**src/adc_cfg.svh**
```systemverilog
// register offsets, field positions, reset values and timing counts of the converter control
`ifndef ADC_CFG_SVH
`define ADC_CFG_SVH

// ----------------------------------------------------------------
// register map (index on the 3-bit register port)
// ----------------------------------------------------------------
`define ADC_OFS_MAIN 3'h0
`define ADC_OFS_PORT 3'h1
`define ADC_OFS_TIMING 3'h2
`define ADC_OFS_RES_HI 3'h3
`define ADC_OFS_RES_LO 3'h4
`define ADC_OFS_IRQ 3'h5

// ----------------------------------------------------------------
// field positions
// ----------------------------------------------------------------
`define ADC_MAIN_ON_BIT 0
`define ADC_MAIN_GO_BIT 1
`define ADC_MAIN_CHAN_LSB 2
`define ADC_PORT_VREFN_BIT 4
`define ADC_PORT_VREFP_BIT 5
`define ADC_TIM_JUSTIFY_BIT 7
`define ADC_TIM_ACQ_LSB 3
`define ADC_IRQ_FLAG_BIT 0
`define ADC_IRQ_EN_BIT 1

// ----------------------------------------------------------------
// reset values
// ----------------------------------------------------------------
`define ADC_PORT_RESET_FUSE_SET 4'h0
`define ADC_PORT_RESET_FUSE_CLR 4'h7
`define ADC_TIM_RESET 8'h00

// ----------------------------------------------------------------
// timing
// ----------------------------------------------------------------
`define ADC_CLK_PERIOD_NS 50
`define ADC_INSTR_CYCLE_CLKS 4
`define ADC_RC_TAD_NS 2500
`define ADC_RC_TAD_CLKS (`ADC_RC_TAD_NS / `ADC_CLK_PERIOD_NS)
`define ADC_CONV_TADS 13

`endif

```
**src/adc_pkg.sv**
```systemverilog
// types and shared decode functions of the converter control
package adc_pkg;

	typedef enum logic [1:0] {ST_IDLE, ST_ACQ, ST_CONV} adc_state_t;

	// oscillator periods per conversion clock period, 0 means internal rc clock
	function automatic logic [6:0] conv_div(input logic [2:0] sel);
		logic [2:0] expo;
		expo = 3'h1 + {2'h0, sel[2]} + {sel[1:0], 1'b0};
		if (sel[1:0] == 2'b11) begin
			conv_div = 7'h00;
		end else begin
			conv_div = 7'(1 << expo);
		end
	endfunction

	// acquisition length in conversion clock periods
	function automatic logic [4:0] acq_tads(input logic [2:0] sel);
		case (sel)
			3'h0: acq_tads = 5'h00;
			3'h1: acq_tads = 5'h02;
			3'h2: acq_tads = 5'h04;
			3'h3: acq_tads = 5'h06;
			3'h4: acq_tads = 5'h08;
			3'h5: acq_tads = 5'h0C;
			3'h6: acq_tads = 5'h10;
			default: acq_tads = 5'h14;
		endcase
	endfunction

endpackage

```
**src/adc_clock_gen.sv**
```systemverilog
// conversion clock enable generator: oscillator divider or internal rc timer
`timescale 1ns/1ps
`default_nettype none
`include "adc_cfg.svh"
module adc_clock_gen import adc_pkg::*; (
	input wire logic core_clk_in,
	input wire logic rstn_in,
	input wire logic run_in,
	input wire logic sleep_in,
	input wire logic [2:0] conv_clock_sel_in,
	output logic tad_tick_out
);
	typedef struct packed {
		logic [6:0] cnt;
		logic [2:0] dly;
		logic tick;
	} cg_t;

	cg_t cur_ff, nxt_cur;
	logic [6:0] div;

	always_comb begin
		nxt_cur = cur_ff;
		nxt_cur.tick = 1'b0;
		div = conv_div(conv_clock_sel_in);
		if (!run_in) begin
			nxt_cur.cnt = 7'h00;
			nxt_cur.dly = 3'h0;
		end else if (div == 7'h00) begin
			// one instruction cycle of hold-off lets the core enter sleep first
			if (cur_ff.dly != 3'(`ADC_INSTR_CYCLE_CLKS)) begin
				nxt_cur.dly = cur_ff.dly + 3'h1;
			end else if (cur_ff.cnt == 7'(`ADC_RC_TAD_CLKS - 1)) begin
				nxt_cur.cnt = 7'h00;
				nxt_cur.tick = 1'b1;
			end else begin
				nxt_cur.cnt = cur_ff.cnt + 7'h01;
			end
		end else if (!sleep_in) begin
			// oscillator derived clock stops while the core sleeps
			if (cur_ff.cnt == div - 7'h01) begin
				nxt_cur.cnt = 7'h00;
				nxt_cur.tick = 1'b1;
			end else begin
				nxt_cur.cnt = cur_ff.cnt + 7'h01;
			end
		end
	end

	always_ff @(posedge core_clk_in or negedge rstn_in) begin
		if (!rstn_in) begin
			cur_ff <= '0;
		end else begin
			cur_ff <= nxt_cur;
		end
	end

	assign tad_tick_out = cur_ff.tick;
endmodule
`default_nettype wire

```
**src/adc_sar_core.sv**
```systemverilog
// successive approximation engine, one decision per conversion clock tick after a first setup tick
`timescale 1ns/1ps
`default_nettype none
`include "adc_cfg.svh"
module adc_sar_core import adc_pkg::*; (
	input wire logic core_clk_in,
	input wire logic rstn_in,
	input wire logic start_in,
	input wire logic abort_in,
	input wire logic tick_in,
	input wire logic comp_in,
	output logic done_out,
	output logic [11:0] result_out,
	output logic [11:0] dac_code_out
);
	typedef struct packed {
		logic busy;
		logic [3:0] step;
		logic [11:0] sar;
		logic [11:0] mask;
		logic [11:0] result;
		logic done;
	} sar_t;

	sar_t cur_ff, nxt_cur;
	logic [11:0] kept;
	logic [4:0] chk_ticks_ff;

	always_comb begin
		nxt_cur = cur_ff;
		nxt_cur.done = 1'b0;
		kept = comp_in ? cur_ff.sar : (cur_ff.sar & ~cur_ff.mask);
		if (abort_in) begin
			nxt_cur.busy = 1'b0;
		end else if (start_in) begin
			nxt_cur.busy = 1'b1;
			nxt_cur.step = 4'h0;
			nxt_cur.sar = 12'h000;
		end else if (cur_ff.busy && tick_in) begin
			// first tick sets up the trial word, then twelve bit decisions
			if (cur_ff.step == 4'h0) begin
				nxt_cur.sar = 12'h800;
				nxt_cur.mask = 12'h800;
			end else begin
				nxt_cur.sar = kept | (cur_ff.mask >> 1);
				nxt_cur.mask = cur_ff.mask >> 1;
			end
			nxt_cur.step = cur_ff.step + 4'h1;
			if (cur_ff.step == 4'(`ADC_CONV_TADS - 1)) begin
				nxt_cur.busy = 1'b0;
				nxt_cur.done = 1'b1;
				nxt_cur.result = kept;
				nxt_cur.sar = kept;
			end
		end
	end

	always_ff @(posedge core_clk_in or negedge rstn_in) begin
		if (!rstn_in) begin
			cur_ff <= '0;
			chk_ticks_ff <= 5'h00;
		end else begin
			cur_ff <= nxt_cur;
			if (start_in) begin
				chk_ticks_ff <= 5'h00;
			end else if (cur_ff.busy && tick_in) begin
				chk_ticks_ff <= chk_ticks_ff + 5'h01;
			end
		end
	end

	assign done_out = cur_ff.done;
	assign result_out = cur_ff.result;
	assign dac_code_out = cur_ff.sar;
endmodule
`default_nettype wire

```
**src/adc_sequencing_control.sv**
```systemverilog
// converter sequencing control: registers, acquisition timer, conversion and result loading
// Notes on behaviour
// - port field resets from fuse: 0000 or 0111
// - port field picks analog/digital pin pattern
// - rc clock starts one instruction cycle late
// - conversion continues in sleep on rc clock
// - reference is supply rails or external pins
// - result by successive approximation of held sample
// - reset restores registers, switches off, aborts
// - completion loads result, clears start, sets flag
// - result undefined at power-up, kept otherwise
// - optional programmed acquisition before conversion
// - nonzero acquisition samples first, zero converts now
// - clock select: 2..64 oscillator periods or rc
// - conversion takes thirteen conversion clock periods
`timescale 1ns/1ps
`default_nettype none
`include "adc_cfg.svh"
module adc_sequencing_control import adc_pkg::*; (
	input wire logic core_clk_in,
	input wire logic rstn_in,
	input wire logic [2:0] reg_addr_in,
	input wire logic [7:0] reg_wdata_in,
	input wire logic reg_wr_in,
	input wire logic reg_rd_in,
	output logic [7:0] reg_rdata_out,
	input wire logic portb_analog_fuse_in,
	input wire logic comparator_in,
	input wire logic sleep_in,
	output logic [12:0] analog_pin_mask_out,
	output logic [3:0] chan_sel_out,
	output logic vref_pos_ext_out,
	output logic vref_neg_ext_out,
	output logic sample_out,
	output logic [11:0] dac_code_out,
	output logic converter_irq_flag_out,
	output logic irq_req_out
);

	// ----------------------------------------------------------------
	// state
	// ----------------------------------------------------------------
	typedef struct packed {
		adc_state_t state;
		logic module_on;
		logic go;
		logic [3:0] chan;
		logic [3:0] port_config_field;
		logic vref_pos_ext;
		logic vref_neg_ext;
		logic result_justify_sel;
		logic [2:0] acquisition_time_sel;
		logic [2:0] conv_clock_sel;
		logic converter_irq_flag;
		logic converter_irq_enable;
		logic [4:0] acq_cnt;
		logic [1:0] strap_wait;
		logic strap_done;
		logic fuse_s1;
		logic fuse_s2;
		// comparator needs no synchroniser: it resolves our own registered trial code
		logic conv_start;
		logic conv_abort;
		logic sample;
		logic irq_req;
		logic [12:0] analog_mask;
		logic [7:0] rdata;
	} ctl_t;

	// result pair is kept apart: it has no reset at all
	typedef struct packed {
		logic [7:0] result_high;
		logic [7:0] result_low;
	} res_t;

	ctl_t cur_ff, nxt_cur;
	res_t res_ff, nxt_res;

	logic tad_tick;
	logic core_done;
	logic [11:0] core_result;
	logic clk_run;

	// ----------------------------------------------------------------
	// decode helpers
	// ----------------------------------------------------------------
	// number of analog pins for a port code: codes 0..2 all thirteen, then one fewer each
	function automatic logic [12:0] port_mask(input logic [3:0] code);
		logic [3:0] cnt;
		cnt = (code <= 4'h2) ? 4'hD : (4'hF - code);
		port_mask = 13'((14'h0001 << cnt) - 14'h0001);
	endfunction

	function automatic logic [15:0] justify(input logic right, input logic [11:0] val);
		if (right) begin
			justify = {4'h0, val};
		end else begin
			justify = {val, 4'h0};
		end
	endfunction

	// ----------------------------------------------------------------
	// submodules
	// ----------------------------------------------------------------
	assign clk_run = cur_ff.module_on && (cur_ff.state != ST_IDLE);

	adc_clock_gen u_clock_gen (
		.core_clk_in(core_clk_in),
		.rstn_in(rstn_in),
		.run_in(clk_run),
		.sleep_in(sleep_in),
		.conv_clock_sel_in(cur_ff.conv_clock_sel),
		.tad_tick_out(tad_tick)
	);

	adc_sar_core u_sar_core (
		.core_clk_in(core_clk_in),
		.rstn_in(rstn_in),
		.start_in(cur_ff.conv_start),
		.abort_in(cur_ff.conv_abort),
		.tick_in(tad_tick),
		.comp_in(comparator_in),
		.done_out(core_done),
		.result_out(core_result),
		.dac_code_out(dac_code_out)
	);

	// ----------------------------------------------------------------
	// next state
	// ----------------------------------------------------------------
	always_comb begin
		nxt_cur = cur_ff;
		nxt_res = res_ff;
		nxt_cur.conv_start = 1'b0;
		nxt_cur.conv_abort = 1'b0;
		nxt_cur.rdata = 8'h00;
		nxt_cur.fuse_s1 = portb_analog_fuse_in;
		nxt_cur.fuse_s2 = cur_ff.fuse_s1;
		// two flops on the comparator would leave the fastest conversion clock
		// deciding each bit on the previous trial code

		// fuse level is taken once its synchroniser has settled after reset
		if (!cur_ff.strap_done) begin
			if (cur_ff.strap_wait == 2'h2) begin
				nxt_cur.strap_done = 1'b1;
				nxt_cur.port_config_field = cur_ff.fuse_s2 ?
					`ADC_PORT_RESET_FUSE_SET : `ADC_PORT_RESET_FUSE_CLR;
			end else begin
				nxt_cur.strap_wait = cur_ff.strap_wait + 2'h1;
			end
		end

		// register writes
		if (reg_wr_in) begin
			case (reg_addr_in)
				`ADC_OFS_MAIN: begin
					nxt_cur.module_on = reg_wdata_in[`ADC_MAIN_ON_BIT];
					nxt_cur.go = reg_wdata_in[`ADC_MAIN_GO_BIT] & reg_wdata_in[`ADC_MAIN_ON_BIT];
					nxt_cur.chan = reg_wdata_in[`ADC_MAIN_CHAN_LSB +: 4];
				end
				`ADC_OFS_PORT: begin
					nxt_cur.port_config_field = reg_wdata_in[3:0];
					nxt_cur.vref_neg_ext = reg_wdata_in[`ADC_PORT_VREFN_BIT];
					nxt_cur.vref_pos_ext = reg_wdata_in[`ADC_PORT_VREFP_BIT];
				end
				`ADC_OFS_TIMING: begin
					// bit 6 has no storage
					nxt_cur.result_justify_sel = reg_wdata_in[`ADC_TIM_JUSTIFY_BIT];
					nxt_cur.acquisition_time_sel = reg_wdata_in[`ADC_TIM_ACQ_LSB +: 3];
					nxt_cur.conv_clock_sel = reg_wdata_in[2:0];
				end
				`ADC_OFS_IRQ: begin
					// writing zero clears the flag; a completion in the same cycle still sets it
					nxt_cur.converter_irq_flag = cur_ff.converter_irq_flag &
						reg_wdata_in[`ADC_IRQ_FLAG_BIT];
					nxt_cur.converter_irq_enable = reg_wdata_in[`ADC_IRQ_EN_BIT];
				end
				default: begin
				end
			endcase
		end

		// register reads, data valid in the next cycle only
		if (reg_rd_in) begin
			case (reg_addr_in)
				`ADC_OFS_MAIN: nxt_cur.rdata = {2'b00, cur_ff.chan, cur_ff.go, cur_ff.module_on};
				`ADC_OFS_PORT: nxt_cur.rdata = {2'b00, cur_ff.vref_pos_ext,
					cur_ff.vref_neg_ext, cur_ff.port_config_field};
				`ADC_OFS_TIMING: nxt_cur.rdata = {cur_ff.result_justify_sel, 1'b0,
					cur_ff.acquisition_time_sel, cur_ff.conv_clock_sel};
				`ADC_OFS_RES_HI: nxt_cur.rdata = res_ff.result_high;
				`ADC_OFS_RES_LO: nxt_cur.rdata = res_ff.result_low;
				`ADC_OFS_IRQ: nxt_cur.rdata = {6'h00, cur_ff.converter_irq_enable,
					cur_ff.converter_irq_flag};
				default: nxt_cur.rdata = 8'h00;
			endcase
		end

		// sequencer
		case (cur_ff.state)
			ST_IDLE: begin
				if (cur_ff.go && cur_ff.module_on) begin
					if (cur_ff.acquisition_time_sel == 3'h0) begin
						nxt_cur.state = ST_CONV;
						nxt_cur.conv_start = 1'b1;
					end else begin
						nxt_cur.state = ST_ACQ;
						nxt_cur.acq_cnt = acq_tads(cur_ff.acquisition_time_sel);
					end
				end
			end
			ST_ACQ: begin
				if (!nxt_cur.go || !nxt_cur.module_on) begin
					nxt_cur.state = ST_IDLE;
				end else if (tad_tick) begin
					nxt_cur.acq_cnt = cur_ff.acq_cnt - 5'h01;
					if (cur_ff.acq_cnt == 5'h01) begin
						nxt_cur.state = ST_CONV;
						nxt_cur.conv_start = 1'b1;
					end
				end
			end
			ST_CONV: begin
				if (core_done) begin
					{nxt_res.result_high, nxt_res.result_low} =
						justify(cur_ff.result_justify_sel, core_result);
					nxt_cur.go = 1'b0;
					nxt_cur.converter_irq_flag = 1'b1;
					nxt_cur.state = ST_IDLE;
				end else if (!nxt_cur.go || !nxt_cur.module_on) begin
					// software dropping the start bit or the module abandons the conversion
					nxt_cur.conv_abort = 1'b1;
					nxt_cur.state = ST_IDLE;
				end
			end
			default: begin
				nxt_cur.state = ST_IDLE;
			end
		endcase

		// hold capacitor tracks the input while the module is on and not converting
		nxt_cur.sample = nxt_cur.module_on && (nxt_cur.state != ST_CONV);
		nxt_cur.analog_mask = port_mask(nxt_cur.port_config_field);
		nxt_cur.irq_req = nxt_cur.converter_irq_flag & nxt_cur.converter_irq_enable;
	end

	// ----------------------------------------------------------------
	// registers
	// ----------------------------------------------------------------
	always_ff @(posedge core_clk_in or negedge rstn_in) begin
		if (!rstn_in) begin
			cur_ff <= '0;
			cur_ff.analog_mask <= 13'h1FFF;
		end else begin
			cur_ff <= nxt_cur;
		end
	end

	// no reset: the pair survives every reset, and is unknown only at power-up
	always_ff @(posedge core_clk_in) begin
		res_ff <= nxt_res;
	end

	// ----------------------------------------------------------------
	// outputs
	// ----------------------------------------------------------------
	assign reg_rdata_out = cur_ff.rdata;
	assign analog_pin_mask_out = cur_ff.analog_mask;
	assign chan_sel_out = cur_ff.chan;
	assign vref_pos_ext_out = cur_ff.vref_pos_ext;
	assign vref_neg_ext_out = cur_ff.vref_neg_ext;
	assign sample_out = cur_ff.sample;
	assign converter_irq_flag_out = cur_ff.converter_irq_flag;
	assign irq_req_out = cur_ff.irq_req;
endmodule
`default_nettype wire

```
**config.mk**
```make
export PLATFORM = sky130hd
export DESIGN_NAME = adc_sequencing_control
export DESIGN_NICKNAME = d
export VERILOG_FILES = /design/src/adc_pkg.sv /design/src/adc_clock_gen.sv /design/src/adc_sar_core.sv /design/src/adc_sequencing_control.sv
export VERILOG_INCLUDE_DIRS = /design/src
export SDC_FILE = /design/constraint.sdc
export NUM_CORES = 1
export LEC_CHECK = 0
export ABC_AREA = 1
export CAP_MARGIN = 20
export CORE_MARGIN = 4
export CORE_UTILIZATION = 25
export DETAILED_ROUTE_END_ITERATION = 10
export DONT_BUFFER_PORTS = 1
export SLEW_MARGIN = 20
export SYNTH_ARGS = -nofsm -noshare
export SYNTH_HDL_FRONTEND = slang
export SYNTH_SLANG_ARGS = --single-unit
```
**constraint.sdc**
```tcl
create_clock -name core_clk_in -period 4.19 [get_ports core_clk_in]
set_input_delay 0.419 -clock core_clk_in [delete_from_list [all_inputs] [get_ports core_clk_in]]
set_output_delay 0.419 -clock core_clk_in [all_outputs]
set_load 0.05 [all_outputs]
```
# ---- Word-level counts from Yosys, hierarchy flattened
# Cells that the tools add are included.
dict set report op_classes {
  n_addsub 10
  multipliers 0
  n_div 0
  n_lt_le_gt_ge 1
  n_eq_ne 29
  shift 2
  n_mux 66
  bitwise 10
  n_reduce_logical 29
}
# cell n
set op_table {}
lappend op_table {{$mux 7} 7}
lappend op_table {{$pmux 8 s6} 1}
lappend op_table {{$mux 42} 1}
lappend op_table {{$mux 12} 3}
lappend op_table {{$pmux 5 s6} 1}
lappend op_table {{$mux 1} 24}
lappend op_table {{$mux 24} 1}
lappend op_table {{$mux 21} 1}
lappend op_table {{$mux 5} 4}
lappend op_table {{$reduce_and 2->1} 9}
lappend op_table {{$mux 17} 1}
lappend op_table {{$mux 2} 8}
lappend op_table {{$eq 3x3->1 const B} 5}
lappend op_table {{$mux 13} 1}
lappend op_table {{$shl 1x4->13 const A} 1}
lappend op_table {{$sub 13x1->13 const B} 1}
lappend op_table {{$and 12x12->12} 1}
lappend op_table {{$eq 3x2->1 const B} 4}
lappend op_table {{$mux 4} 3}
lappend op_table {{$mux 6} 2}
lappend op_table {{$ne 2x2->1 const B} 6}
lappend op_table {{$not 12->12} 1}
lappend op_table {{$or 12x11->12} 1}
lappend op_table {{$mux 10} 1}
lappend op_table {{other kinds (39)} 59}
dict set report word_totals {
  ff_bits 127
  latchBits 0
  ramBits 0
  romBits 0
  inputBits 18
  out_inout_bits 42
  word_cells 183
  mem_count 0
}

# ---- Depth between registers and ports, before layout
# Gate-level depths: netlist (run 1).
dict set report depth {
  depth_word 12
  ltp_mapped 20
}

# ---- Hierarchy
# Synthesis (run 1) repeated with hierarchy kept, for this count alone.
dict set report unflattened {
  hier_cells 811
  hier_area_um2 6906.6
}
# mod instances cells_per_inst area_per_inst_um2
set modules_own_cells {}
lappend modules_own_cells {adc_sequencing_control 1 407 3699.8}
lappend modules_own_cells {adc_sar_core 1 248 2157.1}
lappend modules_own_cells {adc_clock_gen 1 156 1049.8}

# ---- Worst setup path after synthesis (run 1)
# OpenSTA, ideal clock, no wires.
dict set report synth_path {
  path_type {register -> register}
  from {register cur_ff[39] (netlist name)}
  to {register u_clock_gen.cur_ff[8] (netlist name)}
  t_arrival_ps 2230
  required_time_ps 4064
  slack_ps 1834
  stages_incl_launch_ff 17
  path_buffers 1
  period_less_slack_ps 2356
  path_cell_list {dfrtp_1 -> buf_2 -> nand2_1 -> inv_1 -> ha_1 -> inv_1 -> nor2_1 -> nand2_1 -> ha_1 -> xor2_1 -> nand3_1 -> nor2_1 -> o21ai_0 -> a21oi_1 -> nand2_1 -> nand2_1 -> o21ai_0}
}
dict set report synth_via {
  elab_chain_len 10
}
# element line
set synth_rtl {}
lappend synth_rtl {{start, declared} adc_sequencing_control.sv:76} ;# ctl_t cur_ff, nxt_cur;
lappend synth_rtl {{start signal, assigned} adc_sequencing_control.sv:255} ;# cur_ff <= nxt_cur;
lappend synth_rtl {{$add 1x1->2 (*)} adc_pkg.sv:9} ;# expo = 3'h1 + {2'h0, sel[2]} + {sel[1:0], 1'b0};
lappend synth_rtl {{$add 3x3->3 (*)} adc_pkg.sv:9}
lappend synth_rtl {{$shl 1x3->7 (*)} adc_pkg.sv:13} ;# conv_div = 7'(1 << expo);
lappend synth_rtl {{$mux 7 (*)} adc_pkg.sv:10} ;# if (sel[1:0] == 2'b11) begin
lappend synth_rtl {{$sub 7x1->7} adc_clock_gen.sv:41} ;# if (cur_ff.cnt == div - 7'h01) begin
lappend synth_rtl {{$eq 7x7->1} adc_clock_gen.sv:41}
lappend synth_rtl {{$mux 7} adc_clock_gen.sv:41}
lappend synth_rtl {{$mux 7} adc_clock_gen.sv:39} ;# end else if (!sleep_in) begin
lappend synth_rtl {{$mux 7} adc_clock_gen.sv:29} ;# end else if (div == 7'h00) begin
lappend synth_rtl {{$mux 10} adc_clock_gen.sv:26} ;# if (!run_in) begin
lappend synth_rtl {{end signal, assigned} adc_clock_gen.sv:54} ;# cur_ff <= nxt_cur;
lappend synth_rtl {{end, declared} adc_clock_gen.sv:19} ;# cg_t cur_ff, nxt_cur;
# Mark *: on every way between the ends. The rest lies on a longest branch, timed or not. The select of a mux whose other input is x is not followed.
# A chain may end at the register's enable or synchronous reset.

# ---- Worst setup path in the final report (run 1)
# Ends and elaborated chain as after synthesis.

==> results of run 1 <==
==> sequential cells by signal, indices dropped and copies added, names as in the netlist <==
signal,cells
cur_ff,28
u_sar_core.cur_ff,17
res_ff,16
analog_pin_mask_out,13
u_sar_core.dac_code_out,12
u_sar_core.result_out,12
u_clock_gen.cur_ff,10
reg_rdata_out,8
chan_sel_out,4
converter_irq_flag_out,1
irq_req_out,1
sample_out,1
u_clock_gen.tad_tick_out,1
u_sar_core.done_out,1
vref_neg_ext_out,1
vref_pos_ext_out,1
==> cell usage after synthesis <==
master	n
nand3b_1	2
buf_6	1
o21ai_1	9
a32o_1	11
a21oi_1	15
a32oi_1	2
dfrtp_1	98
a31oi_1	1
nor3_1	7
xnor2_1	3
o211ai_1	3
a221oi_1	2
ha_1	14
and2_1	1
nor2_4	6
o21ai_2	3
nor2_1	45
buf_4	38
o21ai_0	77
a41oi_1	4
nand4_1	8
buf_2	1
o21a_4	1
o21ai_4	2
edfxtp_1	16
clkbuf_1	14
xor2_1	7
nand2_1	131
o22ai_1	14
dfstp_2	13
nor3_4	1
nor2_8	1
nor2_2	6
nand3_1	47
or2_1	1
inv_1	94
nand2_2	7
inv_2	6
a31o_2	1
clkinv_1	1
nor4_1	2
==> metrics by stage <==
stage	worst slack, ps	utilization
after floorplan	1830	-
after global placement	1500	0.257
after detailed placement	1440	0.257
after CTS	1430	0.280
after global routing	1090	0.280
final	1410	0.280
==> worst reg2reg max path, delay by kind of cell, from the launching register on <==
family,cells,cell delay [ps]
and+or+nand+nor,11,1180
adders and majority gates,2,550
AOI/OAI and AO/OA,2,210
buffers and inverters,4,240
DFF,1,480
==> routing by layer <==
metal | vias to the layer above | global-route usage | part of all wire
met5 | - | 0 | 0
met4 | 0 | 0.0339 | 0.013
met3 | 15 | 0.0316 | 0.046
met2 | 84 | 0.170 | 0.48
met1 | 2188 | 0.139 | 0.46
li1 | 2282 | - | -
==> cell families after synthesis <==
family                   after synthesis  synth area share
XOR/XNOR                              10            0.0138
AND/OR/NAND/NOR                      265             0.190
AO/OA/AOI/OAI                        145             0.139
flip-flops                           127             0.515
adder cells (fa/ha/maj)               14            0.0275
buffers and inverters                155             0.115
==> cells in the final DEF (no fill, tap or decap), types with 7 or more instances in the layout <==
master	synthesis	final
o21ai_1	9	9
o21ai_0	77	77
dfstp_2	13	13
nor3_1	7	7
clkbuf_16	0	17
a32o_1	11	11
inv_1	94	94
nand4_1	8	8
xor2_1	7	7
ha_1	14	14
nand2_2	7	7
a21oi_1	15	15
nand3_1	47	47
edfxtp_1	16	16
o22ai_1	14	14
nand2_1	131	131
nor2_1	45	45
dfrtp_1	98	98
==> how the worst max path moves through the flow <==
stage | to | slack, ps | depth (start not counted)
6_report | u_clock_gen.cur_ff[8] | 1410 | 19
2_1_floorplan | u_clock_gen.cur_ff[8] | 1830 | 16
3_3_place_gp | u_clock_gen.cur_ff[8] | 1500 | 19
3_5_place_dp | u_clock_gen.cur_ff[8] | 1440 | 19
5_1_grt | u_clock_gen.cur_ff[6] | 1090 | 19
4_1_cts | u_clock_gen.cur_ff[8] | 1430 | 19
==> power by group <==
part | internal (W) | leakage (nW) | total, W | switching [W]
registers | 0.00139 | 1.52 | 0.00168 | 0.000294
logic | 0.000169 | 1.36 | 0.000490 | 0.000321
clock network | 0.000826 | 0.274 | 0.00140 | 0.000577
==> layout make-up <==
cell class | instances | share of cell area
Clock buffer | 18 | 0.0609
Tap cell | 330 | 0.0586
Clock inverter | 14 | 0.0190
Multi-Input combinational cell | 434 | 0.334
Inverter | 101 | 0.0538
Sequential cell | 127 | 0.465
Timing Repair Buffer | 5 | 0.00853
==> summary.md, run 1 <==
| Metric | Value |
|---|---|
| Yosys top cell by area | `dfrtp_1` |
| Clk sinks | `127` |
| Total wire length | `14.7 mm` |
| Postcts setup bufs | `0` |
| Endpoint class of the critical path | `register` |
| DRC viols | `0` |
| Maximum vdd drop | `0.275 mV` |
| Leak Pwr | `3.16 nW` |
| Reg2Reg Launch Point | `cur_ff[39]` |
| Non-Filler Instances | `1029` |
| Outcome | `finished clean` |
| Final instance area | `0.00704 mm²` |
| Setup CP Type | `register to register` |
| Max incr delay on CP | `480 ps` |
| Critical Path AT | `3080 ps` |
| Net Count, Synth | `748` |
| Cell area after placement | `0.00644 mm²` |
| Cts bufs inserted | `17` |
| WHS | `33.0 ps` |
| Crit path cell chain | `nand2_1 > inv_1 > ha_1 > inv_1 > nor2_1 > nand2_1 > ha_1 > inv_1 > nand2_1 > nand2_1 > nand3_1 > nand2_1 > inv_1 > a21oi_1 > nand2_1 > nor2_1 > nand2_1 > nand2_1 > o21ai_0` |
| Clock Path Buffers | `2` |
| Largest net degree at the start of global routing | `112` |
| Post-CTS sizing | `0` |
| Worst path required time | `4490 ps` |
| Layout area overhead | `10.7%` |
| Synthesis warning total | `0` |
| Max-Cap Viols | `0` |
| Reg area | `0.00327 mm²` |
| Hold Crit Start | `portb_analog_fuse_in` |
| Routed Antenna Nets | `0` |
| Buffers on Ports | `0` |
| Routed wire per std cell | `14.2 µm` |
| PD cells | `508 mW/mm²` |
| Die area | `0.0281 mm²` |
| Share of layout cells above drive strength 1 | `0.117` |
| R2R Path End | `u_clock_gen.cur_ff[8]` |
| Unrepaired setup endpoints after global routing | `false` |
| I/O pins | `60` |
| Post-route clock period utilization | `0.664` |
| Clock Latency Late Sink | `420 ps` |
| Final #Nets | `718` |
| Area occupied by multi-input gates | `0.00235 mm²` |
| Die Height | `168 µm` |
| Area contributors post-synth | `dfrtp_1 39%, nand2_1 7.7%, edfxtp_1 7.6%, o21ai_0 6.1%, inv_1 5.5%` |
| Placer Congestion | `0.839` |
| Hold Crit Depth | `0` |
| Slew at the pin with the worst max-slew slack | `633 ps` |
| Fmax | `360 MHz` |
| Reg2reg path depth | `19` |
| Inserted Diodes | `0` |
| Max Slew Vio Count | `0` |
| Vias in the first global route | `4405` |
| Final Power | `0.00357 W` |
| Layout Skew | `9.89 ps` |
| Setup TNS | `0 ps` |
| Crit Path Max Fanout | `9` |
| Yosys cell types | `41` |
| Start point of the critical path | `cur_ff[39]` |
| Mean Syn Cell Area | `8.88 µm²` |
| Total track usage | `0.106` |
| Root buffer cell | `clkbuf_16` |
| CP bufs+invs | `4` |
| Starting DRT DRC Count | `335` |
| Vias per inst | `4.44` |
| H-tree lvl count | `4` |
| FF-to-FF setup slack | `1410 ps` |
| Row cnt | `58` |
| DIE WIDTH | `168 µm` |
| CTS tree | `done` |
| Fill cells | `2707` |
| Placed cells | `995` |
| Post-Syn Area | `0.00636 mm²` |
| First-pass GRT wire length | `23.9 mm` |
| Hold WC Path Type | `primary input to register` |
| Vias | `4569` |
| Final setup violation count | `0` |
| Worst setup SP type | `register` |
| CTS Hold Buffers Added | `2` |
| Final HPWL DP | `10.6 mm` |
| Core area | `0.0251 mm²` |
| Post-synthesis sequential area ratio | `0.515` |
| Final hold vios | `0` |
| Post-Syn Instances | `716` |
| Worst-case hold path end point | `cur_ff[26]` |
| Initial antenna violation count | `0` |
| Reg clk slew, reported paths | `60 ps` |
| Initial Utilization | `0.253` |
| Post-layout minimum cycle time | `2780 ps` |
| Crit-path most repeated cell | `nand2_1` |
| CP max stage cell | `dfrtp_1` |
| Pre-antenna DRT Iters | `5` |
| Rel. slew slack | `0.577` |
| GRT overflow | `0` |
| Top-area cell type share of the netlist area | `0.386` |
| Synth Register Bits | `127` |
| Critical path's top delay family | `simple AND/OR/NAND/NOR gates` |
(Power assumes the default switching activity.)
==> run 2, diff against run 1 <==
--- a/config.mk
+++ b/config.mk
@@ -6,7 +6,7 @@
 export SDC_FILE = /design/constraint.sdc
 export NUM_CORES = 1
 export LEC_CHECK = 0
-export ABC_AREA = 1
+export ABC_AREA = 0
 export CAP_MARGIN = 20
 export CORE_MARGIN = 4
 export CORE_UTILIZATION = 25
==> constraint.sdc (replaced) <==
create_clock -name core_clk_in -period 2.42 [get_ports core_clk_in]
set_input_delay 0.242 -clock core_clk_in [delete_from_list [all_inputs] [get_ports core_clk_in]]
set_output_delay 0.242 -clock core_clk_in [all_outputs]
set_load 0.05 [all_outputs]
==> summary.md, run 2 <==
| Metric | Value |
|---|---|
| Die area | `0.0284 mm² (was 0.0281 mm²)` |
| Buffers on Ports | `0 (unchanged)` |
| FF-to-FF setup slack | `-210 ps (was 1410 ps)` |
| Critical Path AT | `2930 ps (was 3080 ps)` |
| Most used DFF post-synth | `dfrtp_1 (unchanged)` |
| Synth cell count leaders | `98 x dfrtp_1, 66 x nand2_1, 52 x o21ai_0, 37 x buf_4, 35 x inv_1 (was 131 x nand2_1, 98 x dfrtp_1, 94 x inv_1, 77 x o21ai_0, 47 x nand3_1)` |
| Non-Filler Instances | `979 (was 1029)` |
| Commonest non-fill, non-tap cell in the layout | `dfrtp_1 (was nand2_1)` |
| Row cnt | `58 (unchanged)` |
| Vias per inst | `4.58 (was 4.44)` |
| Routed Antenna Nets | `0 (unchanged)` |
| Start point of the critical path | `cur_ff[39] (unchanged)` |
| M1 wire length | `6.92 mm (was 6.74 mm)` |
| Hold WC Path Type | `primary input to async pin (was primary input to register)` |
| I/O pins | `60 (unchanged)` |
| Mean Syn Cell Area | `10.2 µm² (was 8.88 µm²)` |
| Rel. slew slack | `0.393 (was 0.577)` |
| Clk sinks | `127 (unchanged)` |
| Core area | `0.0253 mm² (was 0.0251 mm²)` |
| R2R Path End | `u_clock_gen.cur_ff[8] (unchanged)` |
| Max-Cap Viols | `0 (unchanged)` |
| Share of layout cells above drive strength 1 | `0.234 (was 0.117)` |
| Reg2reg path depth | `11 (was 19)` |
| Clock Path Buffers | `2 (unchanged)` |
| Worst path required time | `2720 ps (was 4490 ps)` |
| Setup TNS | `-1560 ps (was 0 ps)` |
| CTS tree | `done (unchanged)` |
| Final hold vios | `111 (was 0)` |
| Post-synth EDFFs | `16 (unchanged)` |
| Max FFs per register | `28 (unchanged)` |
| Pre-antenna DRT Iters | `4 (was 5)` |
| CTS Hold Buffers Added | `9 (was 2)` |
| Total wire length | `15.2 mm (was 14.7 mm)` |
| Top-area cell type share of the netlist area | `0.381 (was 0.386)` |
| Met2 routed WL | `6.92 mm (was 7.07 mm)` |
| Top Metal Used | `met4 (unchanged)` |
| Vias in the first global route | `4443 (was 4405)` |
| Most numerous cell in the Yosys netlist | `dfrtp_1 (was nand2_1)` |
| Crit Path Max Fanout | `4 (was 9)` |
| Vias | `4483 (was 4569)` |
| Layout Skew | `10.9 ps (was 9.89 ps)` |
| Layout area overhead | `18.1% (was 10.7%)` |
| Root buffer cell | `clkbuf_16 (unchanged)` |
| Failing checks | `negative hold slack, negative setup slack` |
| Placed cells | `935 (was 995)` |
| Post-Syn Area | `0.00644 mm² (was 0.00636 mm²)` |
| Largest register by flop count | `cur_ff (unchanged)` |
| Largest net degree at the start of global routing | `112 (unchanged)` |
| Max Slew Vio Count | `0 (unchanged)` |
| Placer Congestion | `0.811 (was 0.839)` |
| WHS | `-482 ps (was 33.0 ps)` |
| PD cells | `844 mW/mm² (was 508 mW/mm²)` |
| Initial antenna violation count | `0 (unchanged)` |
| Unrepaired setup endpoints after global routing | `true (was false)` |
| Clock Latency Late Sink | `430 ps (was 420 ps)` |
| Die Height | `169 µm (was 168 µm)` |
| Yosys cell types | `63 (was 41)` |
| Outcome | `complete, but fails checks (was finished clean)` |
| DRC viols | `0 (unchanged)` |
| Setup CP Type | `register to register (unchanged)` |
| Top Registers | `cur_ff x28, u_sar_core.cur_ff x17, res_ff x16 (unchanged)` |
| Reg2Reg Launch Point | `cur_ff[39] (unchanged)` |
| Post-route clock period utilization | `1.09 (was 0.664)` |
| Post-Syn Instances | `630 (was 716)` |
| Slew at the pin with the worst max-slew slack | `907 ps (was 633 ps)` |
| Synthesis warning total | `0 (unchanged)` |
| Final #Nets | `668 (was 718)` |
| Final setup violation count | `8 (was 0)` |
| Reg clk slew, reported paths | `60 ps (about the same)` |
| Endpoint class of the critical path | `register (unchanged)` |
| Most frequent cells in the layout | `98 x dfrtp_1, 65 x nand2_1, 46 x o21ai_0 (was 131 x nand2_1, 98 x dfrtp_1, 94 x inv_1)` |
| DR WL met3 | `1.10 mm (was 670 µm)` |
| Maximum vdd drop | `0.428 mV (was 0.275 mV)` |
| Fill cells | `2624 (was 2707)` |
| Post-layout minimum cycle time | `2630 ps (was 2780 ps)` |
| Total track usage | `0.109 (was 0.106)` |
| Final Power | `0.00643 W (was 0.00357 W)` |
| Cts bufs inserted | `17 (unchanged)` |
| Starting DRT DRC Count | `341 (was 335)` |
| Synth Register Bits | `127 (unchanged)` |
| Routed wire per std cell | `15.5 µm (was 14.2 µm)` |
| Final instance area | `0.00761 mm² (was 0.00704 mm²)` |
| Inserted Diodes | `0 (unchanged)` |
| Initial Utilization | `0.255 (was 0.253)` |
| Fmax | `380 MHz (was 360 MHz)` |
| Final HPWL DP | `10.5 mm (was 10.6 mm)` |
| First-pass GRT wire length | `24.4 mm (was 23.9 mm)` |
| DIE WIDTH | `169 µm (was 168 µm)` |
| Leak Pwr | `3.13 nW (was 3.16 nW)` |
| PnR worst setup slack | `-211 ps (was 1410 ps)` |
| Cell area after placement | `0.00683 mm² (was 0.00644 mm²)` |
| Net Count, Synth | `662 (was 748)` |
| Async set-reset flop share out of synthesis | `0.874 (unchanged)` |
| H-tree lvl count | `4 (unchanged)` |
| Area contributors post-synth | `dfrtp_1 38%, edfxtp_1 7.5%, dfstp_2 5.3%, buf_4 4.3%, o21ai_0 4.0% (was dfrtp_1 39%, nand2_1 7.7%, edfxtp_1 7.6%, o21ai_0 6.1%, inv_1 5.5%)` |
| Post-synthesis sequential area ratio | `0.508 (was 0.515)` |
| Worst setup SP type | `register (unchanged)` |
| Yosys top cell by area | `dfrtp_1 (unchanged)` |
| GRT overflow | `0 (unchanged)` |
[run 2: changes by cell type after synthesis, moves of 11 or more]
| cell | change |
|---|---|
| a32o_1 | -11 |
| nor2b_1 | +18 |
| and2_1 | +13 |
| a22o_1 | +19 |
| nand3_1 | -36 |
| mux2i_1 | +11 |
| mux2_2 | +22 |
| nand2_1 | -65 |
| inv_1 | -59 |
| o21ai_0 | -25 |
| nor2_1 | -12 |
[run 2: cell type report]
type                    count  area [µm²]  area share
clock buffers              19         443      0.0582
clock inverters            13         126      0.0166
inverters                  35         131      0.0173
multi-input cells         402        2800       0.367
flip-flops and latches    127        3270       0.430
well taps                 330         413      0.0542
repair buffers             53         428      0.0562
[run 2: critical path: stages, from the launching register on]
cell and delay [ps]:
dfrtp_1 370, and2_4 170, ha_4 270, nand2b_4 50, or2_4 250, ha_4 210, xnor2_1 130, a2111oi_2 370
nand4_1 270, nand3b_1 210, buf_6 130, o211ai_1 70
[run 2: worst max-delay path by stage]
stage,end,slack [ps],cells after the start
floorplan,u_clock_gen.cur_ff[5],-220,11
global placement,u_clock_gen.cur_ff[6],-180,12
detailed placement,u_clock_gen.cur_ff[6],-240,11
CTS,u_clock_gen.tad_tick_out,-170,11
global route,u_clock_gen.tad_tick_out,-360,12
finish,u_clock_gen.cur_ff[8],-210,11
[run 2: repair_timing]
| action | in CTS | in global routing |
|---|---|---|
| setup buffers | 1 | 2 |
| endpoints found under the hold margin | 136 | 111 |
| setup endpoints to repair | 11 | 11 |
| pin swaps | 1 | 6 |
| resized for setup | 5 | 23 |
[run 2: report_power, final]
part           internal, W  switching, W  total, W
Clock              0.00146       0.00101   0.00247
Sequential         0.00238      0.000469   0.00285
Combinational     0.000569      0.000541   0.00111
Total              0.00441       0.00202   0.00643
[run 2: logic make-up after synthesis]
group           after synthesis  share of synthesized area
compound gates              148                      0.150
mux                          34                     0.0590
simple gates                191                      0.151
flops                       127                      0.508
xor+xnor                     15                     0.0204
fa+ha+maj                    14                     0.0272
buf+inv                     101                     0.0837
[run 2: metal layers]
| layer | track usage | vias up |
|---|---|---|
| met5 | 0 | - |
| met4 | 0.0367 | 0 |
| met3 | 0.0404 | 17 |
| met2 | 0.166 | 114 |
| met1 | 0.145 | 2168 |
| li1 | - | 2184 |
[run 2: through the flow]
step	worst slack [ps]	util
CTS	-168	0.297
finish	-211	0.301
detailed placement	-243	0.270
global route	-359	0.301
floorplan	-220	-
global placement	-183	0.270
